[src/ssx_map.svh]
`ifndef SSX_MAP_SVH
`define SSX_MAP_SVH
// ---------------------------------------------------------------
// Register byte offsets
// ---------------------------------------------------------------
`define SSX_OFF_CTRL 8'h00
`define SSX_OFF_OPERAND 8'h04
`define SSX_OFF_EXEC 8'h08
`define SSX_OFF_WORK 8'h0c
`define SSX_OFF_STATUS 8'h10
`define SSX_OFF_FADDR 8'h14
`define SSX_OFF_FDATA 8'h18
`define SSX_OFF_DIR 8'h1c
`define SSX_OFF_RESULT 8'h20
// ---------------------------------------------------------------
// Field positions
// ---------------------------------------------------------------
`define SSX_CTRL_OP_LSB 0
`define SSX_CTRL_DEST_BIT 3
`define SSX_OPND_FILE_LSB 0
`define SSX_OPND_LIT_LSB 8
`define SSX_STAT_C_BIT 0
`define SSX_STAT_DC_BIT 1
`define SSX_STAT_Z_BIT 2
`define SSX_DIR_PORT_LSB 8
// ---------------------------------------------------------------
// Reset values and constants
// ---------------------------------------------------------------
`define SSX_RST_BYTE 8'h00
`define SSX_RST_DIR 8'hff
`define SSX_DIR_FIRST 7'h05
`define SSX_FILE_DEPTH 128
`define SSX_RESP_OKAY 2'b00
`define SSX_RESP_SLVERR 2'b10
`endif

[src/ssx_pkg.sv]
`default_nettype none
package ssx_pkg;
   typedef enum logic [2:0] {
      SSX_OP_SUB = 3'h0,
      SSX_OP_SUBB = 3'h1,
      SSX_OP_SWAP = 3'h2,
      SSX_OP_DIR = 3'h3,
      SSX_OP_XORL = 3'h4,
      SSX_OP_XORF = 3'h5
   } ssx_op_t;

   typedef struct packed {
      ssx_op_t op;
      logic dest_file;
      logic [6:0] file_addr;
      logic [7:0] literal;
   } ssx_instr_t;

   typedef struct packed {
      logic z;
      logic dc;
      logic c;
   } ssx_flags_t;

   typedef enum logic [1:0] {
      SSX_BUS_IDLE = 2'b01,
      SSX_BUS_RESP = 2'b10
   } ssx_bus_state_t;
endpackage
`default_nettype wire

[src/ssx_alu.sv]
`include "ssx_map.svh"
`default_nettype none
module ssx_alu (
   input wire logic aclk,
   input wire logic aresetn,
   input wire logic [7:0] s_axi_awaddr,
   input wire logic s_axi_awvalid,
   output logic s_axi_awready,
   input wire logic [31:0] s_axi_wdata,
   input wire logic [3:0] s_axi_wstrb,
   input wire logic s_axi_wvalid,
   output logic s_axi_wready,
   output logic [1:0] s_axi_bresp,
   output logic s_axi_bvalid,
   input wire logic s_axi_bready,
   input wire logic [7:0] s_axi_araddr,
   input wire logic s_axi_arvalid,
   output logic s_axi_arready,
   output logic [31:0] s_axi_rdata,
   output logic [1:0] s_axi_rresp,
   output logic s_axi_rvalid,
   input wire logic s_axi_rready,
   output logic [7:0] port_a_direction,
   output logic [7:0] port_b_direction,
   output logic [7:0] port_c_direction
);
   import ssx_pkg::*;

   // ---------------------------------------------------------------
   // Address decode
   // ---------------------------------------------------------------
   function automatic logic addr_mapped(input logic [7:0] a);
      case (a)
         `SSX_OFF_CTRL, `SSX_OFF_OPERAND, `SSX_OFF_EXEC, `SSX_OFF_WORK,
         `SSX_OFF_STATUS, `SSX_OFF_FADDR, `SSX_OFF_FDATA, `SSX_OFF_DIR,
         `SSX_OFF_RESULT: addr_mapped = 1'b1;
         default: addr_mapped = 1'b0;
      endcase
   endfunction

   ssx_instr_t instr_q;
   ssx_flags_t flags_q;
   logic [7:0] work_q;
   logic [7:0] result_q;
   logic [6:0] faddr_q;
   logic [7:0] file_q [`SSX_FILE_DEPTH];
   logic [7:0] dir_q [3];

   logic [7:0] awaddr_q;
   logic [31:0] wdata_q;
   logic [3:0] wstrb_q;
   logic aw_got_q;
   logic w_got_q;
   ssx_bus_state_t wstate_q;
   logic do_write;
   logic exec;

   // ---------------------------------------------------------------
   // AXI4-Lite write channel
   // ---------------------------------------------------------------
   assign do_write = aw_got_q && w_got_q && (wstate_q == SSX_BUS_IDLE);
   assign exec = do_write && (awaddr_q == `SSX_OFF_EXEC) && wstrb_q[0];

   always_ff @(posedge aclk) begin
      if (!aresetn) begin
         s_axi_awready <= 1'b0;
         aw_got_q <= 1'b0;
         awaddr_q <= 8'h00;
      end else if (s_axi_awvalid && s_axi_awready) begin
         s_axi_awready <= 1'b0;
         aw_got_q <= 1'b1;
         awaddr_q <= s_axi_awaddr;
      end else begin
         if (do_write) begin
            aw_got_q <= 1'b0;
         end
         s_axi_awready <= !aw_got_q && (wstate_q == SSX_BUS_IDLE) && !s_axi_bvalid;
      end
   end

   always_ff @(posedge aclk) begin
      if (!aresetn) begin
         s_axi_wready <= 1'b0;
         w_got_q <= 1'b0;
         wdata_q <= 32'h0000_0000;
         wstrb_q <= 4'h0;
      end else if (s_axi_wvalid && s_axi_wready) begin
         s_axi_wready <= 1'b0;
         w_got_q <= 1'b1;
         wdata_q <= s_axi_wdata;
         wstrb_q <= s_axi_wstrb;
      end else begin
         if (do_write) begin
            w_got_q <= 1'b0;
         end
         s_axi_wready <= !w_got_q && (wstate_q == SSX_BUS_IDLE) && !s_axi_bvalid;
      end
   end

   always_ff @(posedge aclk) begin
      if (!aresetn) begin
         wstate_q <= SSX_BUS_IDLE;
         s_axi_bvalid <= 1'b0;
         s_axi_bresp <= `SSX_RESP_OKAY;
      end else begin
         case (wstate_q)
            SSX_BUS_IDLE: begin
               if (do_write) begin
                  wstate_q <= SSX_BUS_RESP;
                  s_axi_bvalid <= 1'b1;
                  s_axi_bresp <= addr_mapped(awaddr_q) ? `SSX_RESP_OKAY : `SSX_RESP_SLVERR;
               end
            end
            SSX_BUS_RESP: begin
               if (s_axi_bready) begin
                  wstate_q <= SSX_BUS_IDLE;
                  s_axi_bvalid <= 1'b0;
               end
            end
            default: begin
               wstate_q <= SSX_BUS_IDLE;
               s_axi_bvalid <= 1'b0;
            end
         endcase
      end
   end

   // ---------------------------------------------------------------
   // Datapath
   // ---------------------------------------------------------------
   logic [7:0] fval;
   logic cin;
   logic [8:0] sum9;
   logic [4:0] sum5;
   logic [7:0] res;
   logic is_sub;
   logic to_work;
   logic to_file;
   logic upd_z;

   assign fval = file_q[instr_q.file_addr];
   // Borrow form feeds the carry in; plain form adds the two's complement one
   assign cin = (instr_q.op == SSX_OP_SUBB) ? flags_q.c : 1'b1;
   assign sum9 = {1'b0, fval} + {1'b0, ~work_q} + {8'h00, cin};
   assign sum5 = {1'b0, fval[3:0]} + {1'b0, ~work_q[3:0]} + {4'h0, cin};
   assign is_sub = (instr_q.op == SSX_OP_SUB) || (instr_q.op == SSX_OP_SUBB);

   always_comb begin
      res = 8'h00;
      to_work = 1'b0;
      to_file = 1'b0;
      upd_z = 1'b0;
      case (instr_q.op)
         SSX_OP_SUB, SSX_OP_SUBB: begin
            res = sum9[7:0];
            upd_z = 1'b1;
         end
         SSX_OP_SWAP: res = {fval[3:0], fval[7:4]};
         SSX_OP_XORL: begin
            res = work_q ^ instr_q.literal;
            upd_z = 1'b1;
         end
         SSX_OP_XORF: begin
            res = work_q ^ fval;
            upd_z = 1'b1;
         end
         default: res = 8'h00;
      endcase
      if (instr_q.op == SSX_OP_XORL) begin
         to_work = 1'b1;
      end else if (is_sub || instr_q.op == SSX_OP_SWAP || instr_q.op == SSX_OP_XORF) begin
         to_work = !instr_q.dest_file;
         to_file = instr_q.dest_file;
      end
   end

   // ---------------------------------------------------------------
   // Control and operand registers
   // ---------------------------------------------------------------
   always_ff @(posedge aclk) begin
      if (!aresetn) begin
         instr_q <= '{op: SSX_OP_SUB, dest_file: 1'b0, file_addr: 7'h00, literal: 8'h00};
         faddr_q <= 7'h00;
      end else if (do_write) begin
         if (awaddr_q == `SSX_OFF_CTRL && wstrb_q[0]) begin
            instr_q.op <= ssx_op_t'(wdata_q[`SSX_CTRL_OP_LSB +: 3]);
            instr_q.dest_file <= wdata_q[`SSX_CTRL_DEST_BIT];
         end
         if (awaddr_q == `SSX_OFF_OPERAND && wstrb_q[0]) begin
            instr_q.file_addr <= wdata_q[`SSX_OPND_FILE_LSB +: 7];
         end
         if (awaddr_q == `SSX_OFF_OPERAND && wstrb_q[1]) begin
            instr_q.literal <= wdata_q[`SSX_OPND_LIT_LSB +: 8];
         end
         if (awaddr_q == `SSX_OFF_FADDR && wstrb_q[0]) begin
            faddr_q <= wdata_q[6:0];
         end
      end
   end

   // ---------------------------------------------------------------
   // Working register, flags and last result
   // ---------------------------------------------------------------
   always_ff @(posedge aclk) begin
      if (!aresetn) begin
         work_q <= `SSX_RST_BYTE;
         flags_q <= 3'b000;
         result_q <= `SSX_RST_BYTE;
      end else if (exec) begin
         result_q <= res;
         if (to_work) begin
            work_q <= res;
         end
         if (is_sub) begin
            flags_q.c <= sum9[8];
            flags_q.dc <= sum5[4];
         end
         if (upd_z) begin
            flags_q.z <= (res == 8'h00);
         end
      end else if (do_write) begin
         if (awaddr_q == `SSX_OFF_WORK && wstrb_q[0]) begin
            work_q <= wdata_q[7:0];
         end
         if (awaddr_q == `SSX_OFF_STATUS && wstrb_q[0]) begin
            flags_q.c <= wdata_q[`SSX_STAT_C_BIT];
            flags_q.dc <= wdata_q[`SSX_STAT_DC_BIT];
            flags_q.z <= wdata_q[`SSX_STAT_Z_BIT];
         end
      end
   end

   // ---------------------------------------------------------------
   // File registers
   // ---------------------------------------------------------------
   always_ff @(posedge aclk) begin
      if (!aresetn) begin
         for (int i = 0; i < `SSX_FILE_DEPTH; i++) begin
            file_q[i] <= `SSX_RST_BYTE;
         end
      end else if (exec && to_file) begin
         file_q[instr_q.file_addr] <= res;
      end else if (do_write && awaddr_q == `SSX_OFF_FDATA && wstrb_q[0]) begin
         file_q[faddr_q] <= wdata_q[7:0];
      end
   end

   // ---------------------------------------------------------------
   // Port direction registers
   // ---------------------------------------------------------------
   for (genvar p = 0; p < 3; p++) begin : g_dir
      always_ff @(posedge aclk) begin
         if (!aresetn) begin
            dir_q[p] <= `SSX_RST_DIR;
         end else if (exec && instr_q.op == SSX_OP_DIR
                      && instr_q.file_addr == `SSX_DIR_FIRST + 7'(p)) begin
            dir_q[p] <= work_q;
         end
      end
   end

   assign port_a_direction = dir_q[0];
   assign port_b_direction = dir_q[1];
   assign port_c_direction = dir_q[2];

   // ---------------------------------------------------------------
   // AXI4-Lite read channel
   // ---------------------------------------------------------------
   logic [31:0] rd_mux;

   always_comb begin
      rd_mux = 32'h0000_0000;
      case (s_axi_araddr)
         `SSX_OFF_CTRL: rd_mux = {28'h0000000, instr_q.dest_file, instr_q.op};
         `SSX_OFF_OPERAND: rd_mux = {16'h0000, instr_q.literal, 1'b0, instr_q.file_addr};
         `SSX_OFF_WORK: rd_mux = {24'h000000, work_q};
         `SSX_OFF_STATUS: rd_mux = {29'h00000000, flags_q.z, flags_q.dc, flags_q.c};
         `SSX_OFF_FADDR: rd_mux = {25'h0000000, faddr_q};
         `SSX_OFF_FDATA: rd_mux = {24'h000000, file_q[faddr_q]};
         `SSX_OFF_DIR: rd_mux = {8'h00, dir_q[2], dir_q[1], dir_q[0]};
         `SSX_OFF_RESULT: rd_mux = {24'h000000, result_q};
         default: rd_mux = 32'h0000_0000;
      endcase
   end

   always_ff @(posedge aclk) begin
      if (!aresetn) begin
         s_axi_arready <= 1'b0;
         s_axi_rvalid <= 1'b0;
         s_axi_rdata <= 32'h0000_0000;
         s_axi_rresp <= `SSX_RESP_OKAY;
      end else if (s_axi_arvalid && s_axi_arready) begin
         s_axi_arready <= 1'b0;
         s_axi_rvalid <= 1'b1;
         s_axi_rdata <= rd_mux;
         s_axi_rresp <= addr_mapped(s_axi_araddr) ? `SSX_RESP_OKAY : `SSX_RESP_SLVERR;
      end else if (s_axi_rvalid) begin
         if (s_axi_rready) begin
            s_axi_rvalid <= 1'b0;
         end
      end else begin
         s_axi_arready <= 1'b1;
      end
   end
endmodule
`default_nettype wire

[config.mk]
export PLATFORM = sky130hd
export DESIGN_NAME = ssx_alu
export DESIGN_NICKNAME = d
export VERILOG_FILES = /design/src/ssx_pkg.sv /design/src/ssx_alu.sv
export VERILOG_INCLUDE_DIRS = /design/src /design/src/src
export SDC_FILE = /design/constraint.sdc
export NUM_CORES = 2
export LEC_CHECK = 0
export ABC_AREA = 1
export ABC_CLOCK_PERIOD_IN_PS = 11200
export BUFFER_PORTS_ARGS = -buffer_cell sky130_fd_sc_hd__buf_2
export CAP_MARGIN = 20
export CORE_MARGIN = 2
export CORE_UTILIZATION = 30
export CTS_CLUSTER_DIAMETER = 30
export DETAILED_ROUTE_END_ITERATION = 12
export PLACE_DENSITY = 0.53
export SYNTH_ARGS = -nofsm -noshare
export SYNTH_HDL_FRONTEND = slang
export SYNTH_SLANG_ARGS = --single-unit
[constraint.sdc]
create_clock -name aclk -period 11.2 [get_ports aclk]
set_input_delay 1.12 -clock aclk [delete_from_list [all_inputs] [get_ports aclk]]
set_output_delay 1.12 -clock aclk [all_outputs]
set_load 0.1 [all_outputs]
=== After elaboration in Yosys (flattened, before gate mapping) ===
Memories as Yosys holds them, arrays and structs flattened. A register that Yosys moved wholly into a read port is not among the register bits.
Cells that the tools add are included.

* Memory bits (writable): 1,048
* Register bits: 116
* Word-level logic and storage cells: 195
* Output and inout port bits: 65
* Memories kept: 2

* Add/subtract/negate cells: 4
* Reduce and logical (&&, ||, !) cells: 58
* Mux-type cells: 68
* Eq/ne operators: 31
* Bitwise gates (word level): 8

{| class="wikitable"
|+ Memory list
! memory !! depth !! width !! read ports !! clocked after Yosys merged registers in !! wr ports !! RTL line !! text
|-
| file_q || 128 || 8 || 2 || 2 || 128 || ssx_alu.sv:46 || <nowiki>logic [7:0] file_q [`SSX_FILE_DEPTH];</nowiki>
|-
| dir_q || 3 || 8 || 3 || 0 || 3 || ssx_alu.sv:47 || <nowiki>logic [7:0] dir_q [3];</nowiki>
|}

{| class="wikitable"
|+ Operator list
! operator !! count
|-
| case mux 24 bit (8 select lines) || 1
|-
| 2-to-1 mux 8 bit || 9
|-
| equality test 8 x 5 -> 1 bit (second input constant) || 8
|-
| 2-to-1 mux 7 bit || 6
|-
| 2-to-1 mux 1 bit || 41
|-
| equality test 8 x 4 -> 1 bit (second input constant) || 4
|-
| case mux 8 bit (4 select lines) || 1
|-
| logical AND 1 bit || 24
|-
| logical NOT 8 bit || 3
|-
| equality test 7 x 3 -> 1 bit (second input constant) || 3
|-
| OR reduction 9 bit || 2
|-
| equality test 8 x 3 -> 1 bit (second input constant) || 2
|-
| equality test 8 x 6 -> 1 bit (second input constant) || 2
|-
| OR reduction 8 bit || 2
|-
| bitwise XOR 8 bit || 2
|-
| AND reduction 2 bit || 6
|-
| 2-to-1 mux 2 bit || 5
|-
| nonzero test 2 bit || 5
|-
| adder 8 x 8 -> 9 bit || 1
|-
| adder 9 x 1 -> 9 bit || 1
|-
| 2-to-1 mux 3 bit || 3
|-
| AND reduction 3 bit || 3
|-
| inverter 8 bit || 1
|-
| OR reduction 2 bit || 4
|-
| other kinds (18) || 30
|}

=== Depth between registers and ports, before layout ===
* Word-level depth: 13
* Gate-level depth with buffers: 35
* Depth with buffers taken out: 30

=== Worst setup path after synthesis ===
No wires, ideal clock.

* Path kind: register to register
* Start point: register with a tool-made name
* End point: memory file_q[66][6] (data pin)
* Slack: 7.236 ns
* Arrival time: 3.700 ns
* Stages on the path, launching flop included: 31
* Cell sequence: dfxtp_1 buf_2 buf_2 clkbuf_1 nand2_1 nand3_1 nand3_1 nand3_1 nand2_1 nand2_1 nand3_1 nand3_1 nand2_1 fa_1 inv_1 fa_1 inv_1 o31ai_1 inv_1 nor2_1 nor2_1 o21bai_1 nand2_1 nand2_1 o21ai_0 inv_1 nand2_1 o21ai_1 buf_4 buf_4 nor2_1

{| class="wikitable"
|+ RTL lines
! element !! RTL line
|-
| to (decl) || ssx_alu.sv:46
|}

==> flow_metrics.env <==
export IMPL_synth_top_cell_area_share_pct=50.4
export IMPL_rows=167
export IMPL_ys_warn_count=0
export IMPL_synth_edf_count=1048
export IMPL_finalHoldViolCount=0
export IMPL_syn_inst=7637
export IMPL_final_max_slew_viol_count=0
export IMPL_max_freq_mhz=131
export IMPL_utilization_pct=36.0
export IMPL_htreeDepth=5
export IMPL_worst_pin_slew_ps=1180
export IMPL_p_leak_nw=27.6
export IMPL_maxSlewHeadroom_pct=21.6
export IMPL_placed_cells=10000
export IMPL_drt_first_pass_iters=7
export IMPL_cts_resized=0
export IMPL_drt_iter0_markers=8068
export IMPL_drc_errors=0
export IMPL_vias=58800
export IMPL_cts_root_buf="clkbuf_16"
export IMPL_cp_max_fo=68
export IMPL_start_util_pct=30.2
export IMPL_period_share_pct=68.3
export IMPL_core_area_um2=207000
export IMPL_io_pins=124
export IMPL_dp_slack_ps=3770
export IMPL_syn2layout_area_growth_pct=19.2
export IMPL_grt_overflow_total=0
export IMPL_portBuffers=95
export IMPL_clkSinkCount=1167
export IMPL_rrSetupSlack_ps=3540
export IMPL_grt_pass1_wl_mm=365
export IMPL_grt_max_degree=183
export IMPL_clock_latency_ps=930
export IMPL_vdd_ir_drop_max_mv=0.172
export IMPL_grt_usage_pct=23.0
export IMPL_start_kind="flop"
export IMPL_final_common_cell="nor2_1"
export IMPL_place_hpwl_mm=149
export IMPL_p_per_area_nw_per_um2=188
export IMPL_syn_cell_area_um2=62400
export IMPL_cts_setup_buffers=0
export IMPL_hp_class="input port to flop"
export IMPL_drive_gt1_share_pct=9.22
export IMPL_die_h_um=460
export IMPL_synth_cell_types=47
export IMPL_most_common_layout_cells="1766 x nor2_1, 1675 x nand2_1, 1048 x edfxtp_1"
export IMPL_setup_tns_ps=0
export IMPL_drv_cap=0
export IMPL_final_nets=7588
export IMPL_cts_buffers=300
export IMPL_totalWireLength_mm=253
export IMPL_die_area_um2=212000
export IMPL_outcome="complete, no violations"
export IMPL_ys_top_cells_by_area="edfxtp_1 50%, nor2_1 11%, nand2_1 10%, nand3_1 8.0%, o21ai_0 5.7%"
export IMPL_synthArstFlopShare_pct=0
export IMPL_clk_path_buf_depth=4
export IMPL_cp_end_kind="flop"
export IMPL_ant_nets=0
export IMPL_hold_buffers=0
export IMPL_ys_flop_type="edfxtp_1"
export IMPL_instances_no_fill=10500
export IMPL_vias_per_cell=5.58
export IMPL_clkTransAtPathRegs_ps=40
export IMPL_postSynthAreaPerCell_um2=8.18
export IMPL_die_x_um=460
export IMPL_rsz0062_at_grt="no"
export IMPL_path_class="flop to flop"
export IMPL_setup_violations=0
export IMPL_synth_seq_cells=1167
export IMPL_antenna_found_initial=8
export IMPL_finalCriticalPeriod_ps=7660
export IMPL_finalWorstSetupSlack_ps=3540
export IMPL_ys_seq_area_share_pct=54.2
export IMPL_gp_congestion=0.915
export IMPL_wl_per_cell_um=24.0
export IMPL_worstHoldStart="s_axi_rready"
export IMPL_synth_top_cell_by_area="edfxtp_1"
export IMPL_finalClockSkew_ps=63.8
export IMPL_first_global_vias=55500
export IMPL_arrival_ps=8240
export IMPL_cts_tree="built"
export IMPL_cp_data_required_time_ps=11780
[registers in the layout, summed over array words and instances (netlist names), 2 cells and up, named ones only]
register	flops
instr_q	19
flags_q	3
file_q	1024
s_axi_rdata	24
awaddr_q	8
result_q	8
wstrb_q	2
faddr_q	7
dir_q	24
work_q	8
wdata_q	16
[kinds of logic after synthesis]
family / Yosys count / synth area share (%)
adder cells (fa/ha/maj): 9 / 0.204
flip-flops: 1167 / 54.2
other: 1 / 0.00601
AND/OR/NAND/NOR: 4502 / 29.3
buffers and inverters: 748 / 5.59
AO/OA/AOI/OAI: 1210 / 10.6
[synthesized netlist by cell type, types with 21 or more instances]
| cell | n |
|---|---|
| nor2_1 | 1766 |
| nand2_1 | 1675 |
| edfxtp_1 | 1048 |
| nand3_1 | 1000 |
| o21ai_0 | 717 |
| clkbuf_1 | 315 |
| o22ai_1 | 304 |
| buf_2 | 147 |
| dfxtp_1 | 119 |
| inv_1 | 108 |
| a21oi_1 | 105 |
| buf_4 | 91 |
| buf_1 | 41 |
| buf_6 | 21 |
| nor3_1 | 21 |
[per-stage QoR]
stage          hold slack, ps  cell area (µm²)  power [mW]
6_report                  409            74500        14.0
5_1_grt                   393            74500        14.3
4_1_cts                   371            74400        14.0
3_5_place_dp              456            64500        5.52
3_3_place_gp              444            64500        5.51
2_1_floorplan             430            62500        5.34
[final cells by class]
type                            count  area, µm²
Antenna cell                        1       2.50
Clock buffer                      350       7880
Clock inverter                    174       2020
Fill cell                       20900     133000
Inverter                          133        534
Multi-Input combinational cell   5731      25300
Sequential cell                  1167      33900
Tap cell                         2788       3490
Timing Repair Buffer              187       1370
[where the power goes]
group	leakage, nW	switching, mW	total (mW)	internal, mW
Sequential	11.7	0.0747	4.96	4.88
Clock	4.77	2.66	8.54	5.88
Combinational	11.2	0.404	0.503	0.0984
[metal layers]
metal	global-route usage [%]	vias up	wire, µm	share of wire [%]
met5	0	-	35	0.014
met4	10.9	6	12100	4.8
met3	5.64	697	28900	11
met2	35.4	3763	113000	45
met1	30.3	28300	99100	39
li1	-	26000	-	-
[worst max-delay path: stages, from the launching register on]
cell,delay (ps)
dfxtp_4,750
buf_4,630
buf_4,740
nand2_1,110
nand3_1,120
nand3_1,140
nand3_1,150
nand2_1,110
nand2_1,130
nand3_1,160
nand3_1,340
nand2_1,150
fa_1,420
inv_1,110
fa_1,210
inv_1,60
o31ai_1,510
inv_1,80
nor2_1,140
o31ai_1,100
inv_1,60
nand2_1,150
o21ai_4,720
buf_4,830
nor2_1,140
[path summary, 6_finish.rpt]
check,to,depth (start not counted)
setup / recovery,file_q[13][4]$_SDFFCE_PN0P_,24
hold / removal,s_axi_rvalid$_SDFF_PN0_,2
setup reg to reg,file_q[13][4]$_SDFFCE_PN0P_,24
hold reg to reg,wdata_q[15]$_SDFFE_PN0P_,2
No activity file was read; power rests on OpenSTA's default activity.
